<file path="src/design/pms_pkg.sv">
// Purpose: shared constants for the medium access timing supervisor
// Assumes: 50 MHz clk, symbol tick from the modem on the same clock
// Notes: register map and timing figures live here only
package pms_pkg;
    // clock and seconds timebase
    localparam int CLK_PERIOD_NS = 20;
    localparam int SEC_NS = 1000000000;
    localparam int SEC_CYCLES = SEC_NS / CLK_PERIOD_NS;
    // frame timing in symbols
    localparam logic [8:0] FRAME_LEN = 9'h114;
    localparam logic [8:0] BEACON_LEN = 9'h004;
    localparam logic [8:0] SCP_MIN = 9'h040;
    localparam logic [8:0] SCP_MAX = FRAME_LEN - BEACON_LEN;
    localparam logic [5:0] CFP_MAX = 6'h20;
    localparam int PRIO_LEVELS = 4;
    // event limits
    localparam logic [1:0] PRN_IGNORE = 2'h3;
    localparam logic [2:0] MISS_LIMIT = 3'h5;
    localparam logic [2:0] TX_LIMIT = 3'h5;
    localparam logic [2:0] CONG_LIMIT = 3'h7;
    // long times in seconds
    localparam logic [14:0] CONG_BACKOFF_SEC = 15'h0002;
    localparam logic [14:0] ACK_HOLD_SEC = 15'h0007;
    localparam logic [14:0] RAND_SEQ_SEC = 15'h7FFF;
    localparam logic [14:0] SEC_ONE = 15'h0001;
    // register offsets
    localparam logic [7:0] ADDR_CTRL = 8'h00;
    localparam logic [7:0] ADDR_SCP = 8'h04;
    localparam logic [7:0] ADDR_CFP = 8'h08;
    localparam logic [7:0] ADDR_STATUS = 8'h0C;
    localparam logic [7:0] ADDR_CAPS = 8'h10;
    localparam logic [7:0] ADDR_CMD = 8'h14;
    // command bits
    localparam int CMD_CLR_FAIL = 0;
    localparam int CMD_SEQ_SENT = 1;
    localparam int CMD_CLR_CFGERR = 2;
    // arq states, one-hot
    typedef enum logic [3:0] {
        ARQ_IDLE = 4'h1,
        ARQ_WAIT = 4'h2,
        ARQ_BACKOFF = 4'h4,
        ARQ_FAIL = 4'h8
    } pms_arq_t;
endpackage

</file>
<file path="src/design/pms_supervisor.sv">
// Purpose: frame timing, beacon watch and arq limits of a plc mac
// Assumes: all event inputs are one-cycle pulses from logic on clk
// Notes: seconds timebase is divided from clk, shortenable by param
//
// Design decisions made here: the placing of the registers and the strobed register port.
`timescale 1ns/1ps
module pms_supervisor
    import pms_pkg::*;
#(
    parameter int SEC_CNT = SEC_CYCLES // cycles per second
)(
    input wire logic clk,
    input wire logic nrst,
    input wire logic symTick,
    input wire logic beaconExpected,
    input wire logic beaconRx,
    input wire logic prnRx,
    input wire logic [3:0] txReq,
    input wire logic txAttempt,
    input wire logic ackRx,
    input wire logic congInd,
    input wire logic ackQueued,
    input wire logic ackSent,
    input wire logic [7:0] regAddr,
    input wire logic [31:0] regWdata,
    input wire logic regWr,
    input wire logic regRd,
    output logic [31:0] regRdata,
    output logic frameStart,
    output logic beaconSlot,
    output logic scpActive,
    output logic [3:0] txGrant,
    output logic prnRespond,
    output logic switchUnavail,
    output logic arqReady,
    output logic retxReq,
    output logic retxFail,
    output logic congWait,
    output logic connDead,
    output logic ackForce,
    output logic randSeqDue
);
    // highest set request wins, returned one-hot
    function automatic logic [3:0] hiPrio(input logic [3:0] req);
        logic [3:0] g;
        g = 4'h0;
        for (int i = 0; i < PRIO_LEVELS; i++) begin
            if (req[i]) begin
                g = 4'h0;
                g[i] = 1'b1;
            end
        end
        return g;
    endfunction

    // seconds prescaler
    logic [31:0] preCnt_r, preCnt_nxt;
    logic secTick_r, secTick_nxt;
    always_comb begin
        secTick_nxt = 1'b0;
        preCnt_nxt = preCnt_r + 32'h0000_0001;
        if (preCnt_r >= 32'(SEC_CNT - 1)) begin
            preCnt_nxt = 32'h0000_0000;
            secTick_nxt = 1'b1;
        end
    end
    always_ff @(posedge clk) begin
        if (!nrst) begin
            preCnt_r <= 32'h0000_0000;
            secTick_r <= 1'b0;
        end else begin
            preCnt_r <= preCnt_nxt;
            secTick_r <= secTick_nxt;
        end
    end

    // software registers
    logic baseMode_r, baseMode_nxt; // node acts as base
    logic [8:0] scpLen_r, scpLen_nxt; // contention length, symbols
    logic [5:0] cfpAlloc_r, cfpAlloc_nxt; // cfp count per frame
    logic cfgErr_r, cfgErr_nxt; // sticky rejected write
    logic clrFail, seqSent; // command pulses
    always_comb begin
        baseMode_nxt = baseMode_r;
        scpLen_nxt = scpLen_r;
        cfpAlloc_nxt = cfpAlloc_r;
        cfgErr_nxt = cfgErr_r;
        clrFail = 1'b0;
        seqSent = 1'b0;
        if (regWr && regAddr == ADDR_CMD) begin
            clrFail = regWdata[CMD_CLR_FAIL];
            seqSent = regWdata[CMD_SEQ_SENT];
            if (regWdata[CMD_CLR_CFGERR]) begin
                cfgErr_nxt = 1'b0;
            end
        end
        if (regWr) begin
            case (regAddr)
                ADDR_CTRL: baseMode_nxt = regWdata[0];
                ADDR_SCP: begin
                    // short or oversize length keeps the old one
                    if (regWdata[8:0] >= SCP_MIN &&
                        regWdata[8:0] <= SCP_MAX &&
                        regWdata[31:9] == 23'h000000) begin
                        scpLen_nxt = regWdata[8:0];
                    end else begin
                        cfgErr_nxt = 1'b1;
                    end
                end
                ADDR_CFP: begin
                    if (regWdata[5:0] <= CFP_MAX &&
                        regWdata[31:6] == 26'h0000000) begin
                        cfpAlloc_nxt = regWdata[5:0];
                    end else begin
                        cfgErr_nxt = 1'b1;
                    end
                end
                default: ;
            endcase
        end
    end
    always_ff @(posedge clk) begin
        if (!nrst) begin
            baseMode_r <= 1'b0;
            scpLen_r <= SCP_MIN;
            cfpAlloc_r <= 6'h00;
            cfgErr_r <= 1'b0;
        end else begin
            baseMode_r <= baseMode_nxt;
            scpLen_r <= scpLen_nxt;
            cfpAlloc_r <= cfpAlloc_nxt;
            cfgErr_r <= cfgErr_nxt;
        end
    end

    // frame symbol counter and windows
    logic [8:0] symCnt_r, symCnt_nxt;
    logic frameStart_r, frameStart_nxt;
    logic beaconSlot_r, beaconSlot_nxt;
    logic scpActive_r, scpActive_nxt;
    logic [3:0] txGrant_r, txGrant_nxt;
    always_comb begin
        symCnt_nxt = symCnt_r;
        frameStart_nxt = 1'b0;
        if (symTick) begin
            if (symCnt_r == FRAME_LEN - 9'h001) begin
                symCnt_nxt = 9'h000;
                frameStart_nxt = 1'b1;
            end else begin
                symCnt_nxt = symCnt_r + 9'h001;
            end
        end
        // beacon slot sized from the fixed beacon length
        beaconSlot_nxt = symCnt_nxt < BEACON_LEN;
        scpActive_nxt = !beaconSlot_nxt &&
                        symCnt_nxt < BEACON_LEN + scpLen_r;
        txGrant_nxt = hiPrio(txReq);
    end
    always_ff @(posedge clk) begin
        if (!nrst) begin
            symCnt_r <= 9'h000;
            frameStart_r <= 1'b0;
            beaconSlot_r <= 1'b1;
            scpActive_r <= 1'b0;
            txGrant_r <= 4'h0;
        end else begin
            symCnt_r <= symCnt_nxt;
            frameStart_r <= frameStart_nxt;
            beaconSlot_r <= beaconSlot_nxt;
            scpActive_r <= scpActive_nxt;
            txGrant_r <= txGrant_nxt;
        end
    end

    // missed beacon and promotion-needed counters
    logic [2:0] missCnt_r, missCnt_nxt;
    logic [1:0] prnCnt_r, prnCnt_nxt;
    logic unavail_r, unavail_nxt;
    logic prnResp_r, prnResp_nxt;
    always_comb begin
        missCnt_nxt = missCnt_r;
        prnCnt_nxt = prnCnt_r;
        prnResp_nxt = 1'b0;
        // a beacon seen at any time counts as received, the slot is not checked
        if (beaconRx) begin
            missCnt_nxt = 3'h0;
        end else if (beaconExpected && missCnt_r < MISS_LIMIT) begin
            missCnt_nxt = missCnt_r + 3'h1;
        end
        unavail_nxt = missCnt_nxt == MISS_LIMIT;
        if (prnRx) begin
            if (prnCnt_r == PRN_IGNORE) begin
                prnResp_nxt = 1'b1;
                prnCnt_nxt = 2'h0;
            end else begin
                prnCnt_nxt = prnCnt_r + 2'h1;
            end
        end
    end
    always_ff @(posedge clk) begin
        if (!nrst) begin
            missCnt_r <= 3'h0;
            prnCnt_r <= 2'h0;
            unavail_r <= 1'b0;
            prnResp_r <= 1'b0;
        end else begin
            missCnt_r <= missCnt_nxt;
            prnCnt_r <= prnCnt_nxt;
            unavail_r <= unavail_nxt;
            prnResp_r <= prnResp_nxt;
        end
    end

    // retransmission and congestion state
    pms_arq_t state_r, state_nxt;
    logic [2:0] txCnt_r, txCnt_nxt;
    logic [2:0] congCnt_r, congCnt_nxt;
    logic retxReq_r, retxReq_nxt;
    logic retxFail_r, retxFail_nxt;
    logic connDead_r, connDead_nxt;
    logic arqReady_r, arqReady_nxt;
    logic arqStart, arqStop, arqBusy, arqDone;
    logic [14:0] arqLoad;
    always_comb begin
        state_nxt = state_r;
        txCnt_nxt = txCnt_r;
        congCnt_nxt = congCnt_r;
        retxReq_nxt = 1'b0;
        retxFail_nxt = retxFail_r;
        connDead_nxt = connDead_r;
        arqStart = 1'b0;
        arqStop = 1'b0;
        // ack wait covers the peer's hold limit plus two ticks
        arqLoad = ACK_HOLD_SEC + SEC_ONE + SEC_ONE;
        case (state_r)
            ARQ_IDLE: begin
                if (txAttempt && txCnt_r < TX_LIMIT) begin
                    txCnt_nxt = txCnt_r + 3'h1;
                    arqStart = 1'b1;
                    state_nxt = ARQ_WAIT;
                end
            end
            ARQ_WAIT: begin
                if (ackRx) begin
                    txCnt_nxt = 3'h0;
                    congCnt_nxt = 3'h0;
                    arqStop = 1'b1;
                    state_nxt = ARQ_IDLE;
                end else if (congInd) begin
                    // a congested attempt is not spent against the
                    // attempt limit, else the streak could never reach 7
                    txCnt_nxt = txCnt_r - 3'h1;
                    congCnt_nxt = congCnt_r + 3'h1;
                    if (congCnt_nxt == CONG_LIMIT) begin
                        connDead_nxt = 1'b1;
                        arqStop = 1'b1;
                        state_nxt = ARQ_FAIL;
                    end else begin
                        // extra tick so the wait is never short
                        arqLoad = CONG_BACKOFF_SEC + SEC_ONE;
                        arqStart = 1'b1;
                        state_nxt = ARQ_BACKOFF;
                    end
                end else if (arqDone) begin
                    congCnt_nxt = 3'h0; // streak broken
                    if (txCnt_r == TX_LIMIT) begin
                        retxFail_nxt = 1'b1;
                        state_nxt = ARQ_FAIL;
                    end else begin
                        retxReq_nxt = 1'b1;
                        state_nxt = ARQ_IDLE;
                    end
                end
            end
            ARQ_BACKOFF: begin
                if (ackRx) begin
                    txCnt_nxt = 3'h0;
                    congCnt_nxt = 3'h0;
                    arqStop = 1'b1;
                    state_nxt = ARQ_IDLE;
                end else if (arqDone) begin
                    // back-off over: attempt count never at the limit here
                    retxReq_nxt = 1'b1;
                    state_nxt = ARQ_IDLE;
                end
            end
            ARQ_FAIL: begin
                // only software brings a dead link back
                if (clrFail) begin
                    txCnt_nxt = 3'h0;
                    congCnt_nxt = 3'h0;
                    retxFail_nxt = 1'b0;
                    connDead_nxt = 1'b0;
                    state_nxt = ARQ_IDLE;
                end
            end
            default: state_nxt = ARQ_IDLE;
        endcase
        arqReady_nxt = state_nxt == ARQ_IDLE && txCnt_nxt < TX_LIMIT;
    end
    always_ff @(posedge clk) begin
        if (!nrst) begin
            state_r <= ARQ_IDLE;
            txCnt_r <= 3'h0;
            congCnt_r <= 3'h0;
            retxReq_r <= 1'b0;
            retxFail_r <= 1'b0;
            connDead_r <= 1'b0;
            arqReady_r <= 1'b0;
        end else begin
            state_r <= state_nxt;
            txCnt_r <= txCnt_nxt;
            congCnt_r <= congCnt_nxt;
            retxReq_r <= retxReq_nxt;
            retxFail_r <= retxFail_nxt;
            connDead_r <= connDead_nxt;
            arqReady_r <= arqReady_nxt;
        end
    end

    // ack wait or congestion back-off timer
    pms_sec_timer u_arqTmr (
        .clk(clk), .nrst(nrst), .start(arqStart), .stop(arqStop),
        .secTick(secTick_r), .loadVal(arqLoad),
        .busy(arqBusy), .done(arqDone)
    );

    // receiver side: a held ack is forced out at the limit
    logic holdStart, holdBusy, holdDone;
    assign holdStart = ackQueued && !holdBusy;
    pms_sec_timer u_holdTmr (
        .clk(clk), .nrst(nrst), .start(holdStart), .stop(ackSent),
        .secTick(secTick_r), .loadVal(ACK_HOLD_SEC),
        .busy(holdBusy), .done(holdDone)
    );

    // base node random sequence renewal reminder
    logic seqDue_r, seqDue_nxt;
    logic seqStart, seqBusy, seqDone;
    assign seqStart = baseMode_r && !seqBusy && !seqDue_r;
    pms_sec_timer u_seqTmr (
        .clk(clk), .nrst(nrst), .start(seqStart),
        .stop(seqSent || !baseMode_r),
        .secTick(secTick_r), .loadVal(RAND_SEQ_SEC),
        .busy(seqBusy), .done(seqDone)
    );
    // expiry beats a clear in the same cycle
    always_comb begin
        seqDue_nxt = seqDue_r;
        if (seqSent || !baseMode_r) begin
            seqDue_nxt = 1'b0;
        end
        if (seqDone) begin
            seqDue_nxt = 1'b1;
        end
    end
    always_ff @(posedge clk) begin
        if (!nrst) begin
            seqDue_r <= 1'b0;
        end else begin
            seqDue_r <= seqDue_nxt;
        end
    end

    // read mux, data valid only in the cycle after the strobe
    logic [31:0] rdata_r, rdata_nxt;
    always_comb begin
        rdata_nxt = 32'h0000_0000;
        if (regRd) begin
            case (regAddr)
                ADDR_CTRL: rdata_nxt[0] = baseMode_r;
                ADDR_SCP: rdata_nxt[8:0] = scpLen_r;
                ADDR_CFP: rdata_nxt[5:0] = cfpAlloc_r;
                ADDR_STATUS: rdata_nxt = {16'h0000, congCnt_r,
                    txCnt_r, prnCnt_r, missCnt_r, cfgErr_r,
                    seqDue_r, connDead_r, retxFail_r, unavail_r};
                // switching and priority fixed, multicast on base
                ADDR_CAPS: rdata_nxt[2:0] = {baseMode_r, 2'h3};
                default: rdata_nxt = 32'h0000_0000;
            endcase
        end
    end
    always_ff @(posedge clk) begin
        if (!nrst) begin
            rdata_r <= 32'h0000_0000;
        end else begin
            rdata_r <= rdata_nxt;
        end
    end

    assign regRdata = rdata_r;
    assign frameStart = frameStart_r;
    assign beaconSlot = beaconSlot_r;
    assign scpActive = scpActive_r;
    assign txGrant = txGrant_r;
    assign prnRespond = prnResp_r;
    assign switchUnavail = unavail_r;
    assign arqReady = arqReady_r;
    assign retxReq = retxReq_r;
    assign retxFail = retxFail_r;
    assign congWait = state_r == ARQ_BACKOFF;
    assign connDead = connDead_r;
    assign ackForce = holdDone;
    assign randSeqDue = seqDue_r;
endmodule

</file>
<file path="src/design/pms_sec_timer.sv">
// Purpose: countdown timer in whole seconds
// Assumes: secTick is a one-cycle pulse once per second
// Notes: done fires on the loadVal-th tick after start
`timescale 1ns/1ps
module pms_sec_timer
    import pms_pkg::*;
(
    input wire logic clk,
    input wire logic nrst,
    input wire logic start,
    input wire logic stop,
    input wire logic secTick,
    input wire logic [14:0] loadVal,
    output logic busy,
    output logic done
);
    logic [14:0] cnt_r, cnt_nxt; // seconds left
    logic busy_r, busy_nxt; // running
    logic done_r, done_nxt; // expiry pulse

    // next state: stop beats start, start restarts a running timer
    always_comb begin
        cnt_nxt = cnt_r;
        busy_nxt = busy_r;
        done_nxt = 1'b0;
        if (stop) begin
            busy_nxt = 1'b0;
        end else if (start) begin
            cnt_nxt = loadVal;
            busy_nxt = 1'b1;
        end else if (busy_r && secTick) begin
            if (cnt_r <= SEC_ONE) begin
                busy_nxt = 1'b0;
                done_nxt = 1'b1;
            end else begin
                cnt_nxt = cnt_r - SEC_ONE;
            end
        end
    end

    // registers only
    always_ff @(posedge clk) begin
        if (!nrst) begin
            cnt_r <= 15'h0000;
            busy_r <= 1'b0;
            done_r <= 1'b0;
        end else begin
            cnt_r <= cnt_nxt;
            busy_r <= busy_nxt;
            done_r <= done_nxt;
        end
    end

    assign busy = busy_r;
    assign done = done_r;
endmodule

</file>
<file path="config.mk">
export PLATFORM = sky130hd
export DESIGN_NAME = pms_supervisor
export DESIGN_NICKNAME = d
export VERILOG_FILES = /design/src/design/pms_pkg.sv /design/src/design/pms_supervisor.sv /design/src/design/pms_sec_timer.sv
export SDC_FILE = /design/constraint.sdc
export NUM_CORES = 1
export LEC_CHECK = 0
export ABC_CLOCK_PERIOD_IN_PS = 3440
export BUFFER_PORTS_ARGS = -buffer_cell sky130_fd_sc_hd__buf_4
export CORE_ASPECT_RATIO = 1.25
export CORE_MARGIN = 8
export CORE_UTILIZATION = 55
export DETAILED_ROUTE_END_ITERATION = 6
export PLACE_DENSITY_LB_ADDON = 0.3
export SLEW_MARGIN = 20
export SYNTH_ARGS = -nofsm -noshare
export SYNTH_HDL_FRONTEND = slang
export SYNTH_HIERARCHICAL = 1
export SYNTH_SLANG_ARGS = --single-unit
</file>
<file path="constraint.sdc">
create_clock -name clk -period 3.44 [get_ports clk]
set_input_delay 0.516 -clock clk [delete_from_list [all_inputs] [get_ports clk]]
set_output_delay 0.516 -clock clk [all_outputs]
set_load 0.1 [all_outputs]
</file>
==> results of run 1 <==
-- how the worst max path moves through the flow --
stage / endpoint / slack (ps) / cells after the start
2_1_floorplan: u_arqTmr/cnt_r[14] / 530 / 8
3_3_place_gp: u_arqTmr/cnt_r[4] / 450 / 9
3_5_place_dp: u_arqTmr/cnt_r[14] / 350 / 9
4_1_cts: u_arqTmr/cnt_r[14] / 310 / 9
5_1_grt: u_arqTmr/cnt_r[14] / 90 / 9
6_report: u_arqTmr/cnt_r[14] / 280 / 9
-- per-layer routing --
layer | routed length (um) | track usage (%)
met5 | 0 | 0
met4 | 369 | 7.87
met3 | 1240 | 6.75
met2 | 10100 | 35.9
met1 | 8670 | 23.8
-- worst max-delay path, cell delays in order, from the launching register on --
cell     delay (ps)
dfxtp_1         520
or4b_1          640
nor2_2          290
nand2_1         200
nand2_1         230
a21oi_1         100
or2_2           370
a21oi_2         360
a21oi_1         120
a31o_2          220
-- synth_stat cells, types with 19 or more instances --
cell	count	area share (%)
nand4_1	24	1.8
nor4_1	33	2.5
xor2_1	24	2.5
ha_1	24	3.6
clkbuf_1	22	0.99
inv_1	25	1.1
o21ai_0	28	1.7
mux2i_1	29	3.5
a22oi_1	20	1.8
nand2_1	80	3.6
nand3_1	44	2.6
nor3_1	29	1.7
a31oi_1	19	1.4
a21oi_1	52	3.1
and2_1	21	1.6
nor2_1	116	5.2
dfxtp_1	155	37
-- cell families (layout without fill, tap and decap cells) --
logic type	count (synthesis)	count (layout)	synth area share, %
AO/OA/AOI/OAI	202	202	16.3
XOR/XNOR	40	40	4.21
adder cells (fa/ha/maj)	24	24	3.61
buffers and inverters	85	157	4.82
flip-flops	155	155	37.3
multiplexers	35	35	4.43
other	2	67	0.0902
AND/OR/NAND/NOR	438	438	29.3
-- final cells by class --
type                            count  area (um^2)
Clock inverter                     14          148
Tap cell                          182          228
Clock buffer                       18          439
Multi-Input combinational cell    806         5080
Fill cell                        1303         5050
Inverter                           28          105
Sequential cell                   155         3100
Timing Repair Buffer               97          728
-- cell usage in the layout, fill, tap and decap left out, types with 4 or more instances in the layout --
master	count
o21ai_1	8
and3_1	14
dfxtp_1	155
nand3_1	44
or4b_1	4
buf_4	97
a31oi_1	19
ha_1	24
nor2b_1	6
mux2i_1	29
nor3b_1	5
o2111ai_1	6
nand2_1	80
a22oi_1	20
conb_1	67
nand3b_1	4
clkbuf_16	17
a21oi_2	4
nor3_1	29
and2_1	21
nor2_1	116
o21ai_0	28
o21a_1	8
nor4b_1	7
nor4_1	33
a21o_1	8
inv_1	25
or4_4	4
nand2b_1	7
xnor2_1	16
o31ai_1	10
mux2_2	5
inv_6	7
or4_1	4
nand4_1	24
a211oi_1	4
a21oi_1	51
xor2_1	24
-- flip-flops by register name (all words and copies together), names as in the netlist, 4 cells and up --
name             flops
cfpAlloc_r           6
txGrant              4
u_arqTmr/cnt_r      15
u_holdTmr/cnt_r     15
preCnt_r            32
state_r              4
regRdata            16
symCnt_r             9
scpLen_r             9
u_seqTmr/cnt_r      15
-- stage by stage --
step / hold WS [ps] / util (%) / std cells
after floorplan: 413 / - / 1046
after global placement: 435 / 62.1 / 1268
after detailed placement: 433 / 62.1 / 1268
after CTS: 237 / 66.0 / 1300
after global routing: 246 / 66.1 / 1300
final: 254 / 66.1 / 1300
-- power by group through the flow --
| stage | Sequential (mW) | Clock [mW] | Combinational, mW |
|---|---|---|---|
| 2_1_floorplan | 1.97 | 0 | 0.534 |
| 3_3_place_gp | 1.96 | 0 | 0.691 |
| 6_report | 1.93 | 1.87 | 0.711 |
| 5_1_grt | 1.93 | 1.98 | 0.775 |
| 3_5_place_dp | 1.97 | 0 | 0.703 |
| 4_1_cts | 1.93 | 1.90 | 0.707 |
==> out/results.tsv, run 1 <==
metric	value	unit
Crit Path Class	reg2reg	
worst-path maximum fanout	9	
RSZ-0062 raised after global routing	no	
# Post-CTS Setup Buffers	0	
Hold WC Path Type	in2reg	
CTS resizes	0	
clk sinks	155	
final period utilization	91.9	%
worst vdd ir	0.000301	V
CTS Hold Bufs	0	
Yosys reg bits	155	
Worst R2R Path Depth	9	
Worst Hold Path Cells	2	
Max Clock Freq	316	MHz
Detailed Route WL	20.4	mm
Final Hold Fails	0	
Slew Viols, Final	0	
Routed wire per std cell	15.7	um
area of the die	19400	um^2
initial antenna violation count	0	
layout cells sized above 1	15.7	%
sequential fraction of design power	42.8	%
sequential area share after synthesis	37.3	%
DPL Wire Length	14.6	mm
die width	126	um
TritonCTS clock tree	done	
Setup Skew	7.62	ps
Internal Power	3.15	mW
dpl cell area	9250	um^2
Setup WS post-layout	279	ps
CTS Buf Count	17	
normalized max-slew margin	34.6	%
Syn Inst Count	981	
YS warnings	6	
Vias	7467	
router iterations before antenna repair	6	
Post-synth EDFFs	0	
grt total ovfl	0	
Switching Share	30.1	%
P per Cell Area	458	nW/um^2
die height	154	um
Pwr Total	4.51	mW
final setup violation count	0	
R2R setup slack	280	ps
vias per cell	5.74	
Layout Nets	1186	
Ports	105	
synthesized area	8330	um^2
static leakage	3.85	nW
Setup crit end kind	register	
Fin Setup TNS	0	ps
largest net degree at the start of global routing	46	
DRC Markers	0	
GRT Util Overall	21.0	%
Synth cell types	81	
Worst Tran Pin Value	979	ps
minimum clock period after layout	3160	ps
clk_lat worst skew	430	ps
Antenna Nets Post-Route	0	
async set-or-reset flop fraction in the synthesized netlist	0	%
htree depth	4	
Antenna diodes	0	
Avg Cell Area, Syn	8.49	um^2
Clock transition at path regs	60	ps
Critical Path Source Type	register	
Worst Setup SP	state_r[1]	
NetSw	1.36	mW
clk buf depth	2	
max-cap violation count	0	
starting DRC count in detailed routing	531	
core area	14900	um^2
hold_sp	txReq[1]	
Initial Util	55.9	%
Final GP Congestion	0.901	
vias in the first global route	7347	
dpl ws	350	ps
PortBufs	88	
status	completed	
Comb pwr share	15.8	%
cell area after layout	9840	um^2
CTS root buffer	clkbuf_16	
area grow syn2layout	18.1	%
Rows	50	
Clk pwr share	41.5	%
first-pass GRT wire length	33.9	mm
predominant post-synthesis flop cell	dfxtp_1	
capture point of the worst reg-to-reg path	u_arqTmr/cnt_r[14]	
Reg2Reg Launch Point	state_r[1]	
Worst Path Arrival	3480	ps
data required time of the worst path	3760	ps
Hold Crit Endpoint	txGrant[0]	
Note: power is estimated with default switching activity, not from simulation.
==> run 2: changes to the inputs <==
--- a/config.mk
+++ b/config.mk
@@ -6,8 +6,8 @@
 export NUM_CORES = 1
 export LEC_CHECK = 0
 export ABC_CLOCK_PERIOD_IN_PS = 3440
-export BUFFER_PORTS_ARGS = -buffer_cell sky130_fd_sc_hd__buf_4
-export CORE_ASPECT_RATIO = 1.25
+export BUFFER_PORTS_ARGS = -buffer_cell sky130_fd_sc_hd__buf_2
+export CORE_ASPECT_RATIO = 1.1
 export CORE_MARGIN = 8
 export CORE_UTILIZATION = 55
 export DETAILED_ROUTE_END_ITERATION = 6
==> out/results.tsv, run 2 (synthesis results as in run 1) <==
metric	value	unit
layout cells sized above 1	16.0	%
minimum clock period after layout	3210	ps
Clock transition at path regs	60	ps
area of the die	19300	um^2
Max Clock Freq	311	MHz
CTS Hold Bufs	0	
starting DRC count in detailed routing	348	
largest net degree at the start of global routing	37	
slowest stage cell, crit path	or4b_1	
RSZ-0062 raised after global routing	no	
R2R setup slack	230	ps
Routed wire per std cell	15.0	um
Hold WC Path Type	in2reg	
Crit Path Class	reg2reg	
vias per cell	5.65	
initial antenna violation count	0	
worst vdd ir	0.000356	V
final setup violation count	0	
Slew Viols, Final	0	
die width	133	um
hold_sp	beaconRx	
area occupied by multi-input gates	5080	um^2
clk sinks	155	
Setup Skew	6.99	ps
Non-Filler Instances	1321	
Worst Hold Path Cells	2	
Internal Power	3.24	mW
static leakage	3.84	nW
Largest register FFs	32	
NetSw	1.29	mW
router iterations before antenna repair	5	
Final Hold Fails	0	
Layout Nets	1193	
DRC Markers	0	
Comb pwr share	15.4	%
first-pass GRT wire length	33.3	mm
worst path buffer plus inverter count	0	
CTS root buffer	clkbuf_16	
die height	145	um
Worst R2R Path Depth	9	
Antenna diodes	0	
worst-path maximum fanout	10	
htree depth	4	
# Post-CTS Setup Buffers	0	
GRT Util Overall	20.3	%
DPL Wire Length	14.3	mm
sequential fraction of design power	42.6	%
status	completed	
normalized max-slew margin	38.7	%
Clk pwr share	42.0	%
clk_lat worst skew	420	ps
max-cap violation count	0	
Initial Util	55.8	%
final period utilization	93.3	%
Critical Path, Cell by Cell	or4b_1, nor2_2, nand2_1, nand2_1, a21oi_1, or2_2, a21oi_2, a21oi_1, a31o_2	
P per Cell Area	467	nW/um^2
Final GP Congestion	0.828	
Antenna Nets Post-Route	0	
Hold Crit Endpoint	switchUnavail	
PortBufs	88	
Crit path max-delay family	simple AND/OR/NAND/NOR gates	
Worst Path Arrival	3530	ps
commonest non-fill, non-tap cell in the layout	dfxtp_1	
vias in the first global route	7212	
# fillers	1282	
Switching Share	28.4	%
sequential standard cell area	3100	um^2
register name with the most flops	preCnt_r	
Placed Instances	1289	
CTS resizes	0	
Ports	105	
capture point of the worst reg-to-reg path	u_arqTmr/cnt_r[14]	
Vias	7462	
slowest stage delay, CP	640	ps
CTS Buf Count	17	
Fin Setup TNS	0	ps
Rows	47	
core area	14900	um^2
Critical Path Source Type	register	
Detailed Route WL	19.9	mm
Setup crit end kind	register	
grt total ovfl	0	
area grow syn2layout	16.4	%
hold slack	263	ps
commonest non-fill, non-tap cells in the layout	dfxtp_1 (155), nor2_1 (116), buf_2 (88)	
TritonCTS clock tree	done	
clk buf depth	2	
data required time of the worst path	3760	ps
Reg2Reg Launch Point	state_r[1]	
Worst Tran Pin Value	917	ps
==> run 2: metal layers <==
layer	vias up	global-route usage (%)	wire length, um
li1	3759	-	-
met1	3514	23.7	8840
met2	163	35.6	9940
met3	26	4.14	769
met4	0	7.70	305
met5	-	0	0
==> run 2: metrics by stage <==
step                      setup slack, ps  power (mW)  util [%]  cell area (um^2)
after global placement                396        2.64      60.9              9090
after detailed placement              320        2.65      60.9              9090
after global routing                 36.8        4.71      64.9              9700
final                                 229        4.53      64.9              9700
after floorplan                       530        2.50         -              8580
after CTS                             285        4.55      64.9              9700
==> run 2: how the worst max path moves through the flow <==
stage,from,endpoint,slack (ps),cells past startpoint
3_5_place_dp,state_r[1],u_arqTmr/cnt_r[4],320,9
5_1_grt,state_r[1],u_arqTmr/cnt_r[14],40,9
3_3_place_gp,state_r[1],u_arqTmr/cnt_r[14],400,9
6_report,state_r[1],u_arqTmr/cnt_r[14],230,9
4_1_cts,state_r[1],u_arqTmr/cnt_r[14],290,9
2_1_floorplan,state_r[3],u_arqTmr/cnt_r[14],530,8
==> run 2: area by class of cell <==
cell class | count | share of cell area (%)
sequential | 155 | 32.0
tap | 196 | 2.53
multi-input combinational | 806 | 52.4
clock buffer | 19 | 4.46
clock inverter | 13 | 1.74
inverter | 28 | 1.08
timing repair buffer | 104 | 5.78
==> run 2: power by group through the flow <==
| stage | logic [mW] | clock network [mW] | registers (mW) |
|---|---|---|---|
| floorplan | 0.534 | 0 | 1.97 |
| global route | 0.762 | 2.01 | 1.93 |
| detailed placement | 0.686 | 0 | 1.96 |
| CTS | 0.693 | 1.93 | 1.92 |
| global placement | 0.678 | 0 | 1.96 |
| finish | 0.698 | 1.90 | 1.93 |
==> run 3: changes to the inputs <==
--- a/config.mk
+++ b/config.mk
@@ -7,10 +7,10 @@
 export LEC_CHECK = 0
 export ABC_CLOCK_PERIOD_IN_PS = 3440
 export BUFFER_PORTS_ARGS = -buffer_cell sky130_fd_sc_hd__buf_2
-export CORE_ASPECT_RATIO = 1.1
 export CORE_MARGIN = 8
 export CORE_UTILIZATION = 55
 export DETAILED_ROUTE_END_ITERATION = 6
+export GPL_ROUTABILITY_DRIVEN = 0
 export PLACE_DENSITY_LB_ADDON = 0.3
 export SLEW_MARGIN = 20
 export SYNTH_ARGS = -nofsm -noshare
==> out/results.tsv, run 3 (synthesis results as in run 1) <==
metric	value	unit
status	completed	
router iterations before antenna repair	5	
# fillers	1268	
area grow syn2layout	15.6	%
hold_sp	txReq[1]	
PortBufs	88	
Rows	45	
RSZ-0062 raised after global routing	no	
Detailed Route WL	19.3	mm
Ports	105	
CTS Hold Bufs	0	
final setup violation count	0	
Setup Skew	9.54	ps
data required time of the worst path	3760	ps
Worst Hold Path Cells	2	
Pwr Total	4.45	mW
layout cells sized above 1	15.5	%
# Post-CTS Setup Buffers	0	
Switching Share	28.2	%
area of the die	19300	um^2
DPL Wire Length	13.9	mm
R2R setup slack	430	ps
area occupied by multi-input gates	5080	um^2
die width	139	um
Non-Filler Instances	1307	
grt total ovfl	0	
NetSw	1.26	mW
Vias	7377	
CTS Buf Count	17	
worst-path maximum fanout	9	
Reg2Reg Launch Point	state_r[1]	
Placed Instances	1275	
normalized max-slew margin	21.6	%
CTS resizes	0	
register name with the most flops	preCnt_r	
P per Cell Area	462	nW/um^2
commonest non-fill, non-tap cell in the layout	dfxtp_1	
minimum clock period after layout	3010	ps
vias per cell	5.64	
Setup crit end kind	register	
sequential fraction of design power	43.3	%
vias in the first global route	6807	
largest net degree at the start of global routing	43	
htree depth	4	
clk sinks	155	
worst vdd ir	0.000359	V
GRT Util Overall	20.0	%
static leakage	3.79	nW
Setup WS post-layout	432	ps
Antenna Nets Post-Route	0	
Routed wire per std cell	14.8	um
Max Clock Freq	332	MHz
cell area after layout	9620	um^2
Internal Power	3.19	mW
clk_lat worst skew	430	ps
Worst Tran Pin Value	1160	ps
Hold Crit Endpoint	txGrant[0]	
capture point of the worst reg-to-reg path	u_arqTmr/cnt_r[14]	
Final Hold Fails	0	
core area	15000	um^2
sequential standard cell area	3100	um^2
initial antenna violation count	0	
dpl ws	489	ps
Worst Path Arrival	3330	ps
Clock transition at path regs	60	ps
CTS root buffer	clkbuf_16	
Comb pwr share	15.4	%
hold slack	257	ps
Clk pwr share	41.2	%
max-cap violation count	0	
fin util	64.3	%
Initial Util	55.6	%
Layout Nets	1187	
Critical Path Source Type	register	
dpl cell area	9040	um^2
Hold WC Path Type	in2reg	
Fin Setup TNS	0	ps
final period utilization	87.4	%
first-pass GRT wire length	32.3	mm
starting DRC count in detailed routing	485	
TritonCTS clock tree	done	
DRC Markers	0	
commonest non-fill, non-tap cells in the layout	dfxtp_1 (155), nor2_1 (116), buf_2 (88)	
Largest register FFs	32	
die height	139	um
Crit Path Class	reg2reg	
clk buf depth	2	
Worst R2R Path Depth	10	
Antenna diodes	0	
Slew Viols, Final	0	
[run 3: worst max-delay path: stages, from the launching register on]
cell,delay [ps]
dfxtp_1,510
or4b_1,630
nor2_2,300
nand2_1,190
nand2_1,150
buf_4,170
nor2_1,70
o2111a_1,180
a21oi_2,360
a21oi_1,120
a31o_2,220
[run 3: worst max-delay path by stage]
stage,from,to,slack (ps)
after global placement,state_r[1],u_arqTmr/cnt_r[4],580
after CTS,state_r[1],u_arqTmr/cnt_r[14],470
after floorplan,state_r[3],u_arqTmr/cnt_r[14],530
after global routing,state_r[1],u_arqTmr/cnt_r[14],180
final,state_r[1],u_arqTmr/cnt_r[14],430
after detailed placement,state_r[1],u_arqTmr/cnt_r[4],490
[run 3: layout make-up]
type	instances	share of cell area, %
inverters	28	1.09
well taps	188	2.44
clock inverters	10	1.21
flip-flops and latches	155	32.2
repair buffers	98	5.36
multi-input cells	806	52.8
clock buffers	22	4.82
[run 3: metal layers]
layer	track usage (%)	wire, um
met5	0	0
met1	24.9	8910
met2	32.7	9030
met3	5.34	1030
met4	6.70	327
[run 3: power by group through the flow]
| stage | sequential, mW | clock, mW | combinational, mW |
|---|---|---|---|
| final | 1.93 | 1.84 | 0.687 |
| after global routing | 1.94 | 1.94 | 0.759 |
| after CTS | 1.93 | 1.86 | 0.683 |
| after detailed placement | 1.97 | 0 | 0.679 |
| after global placement | 1.96 | 0 | 0.673 |
| after floorplan | 1.97 | 0 | 0.534 |
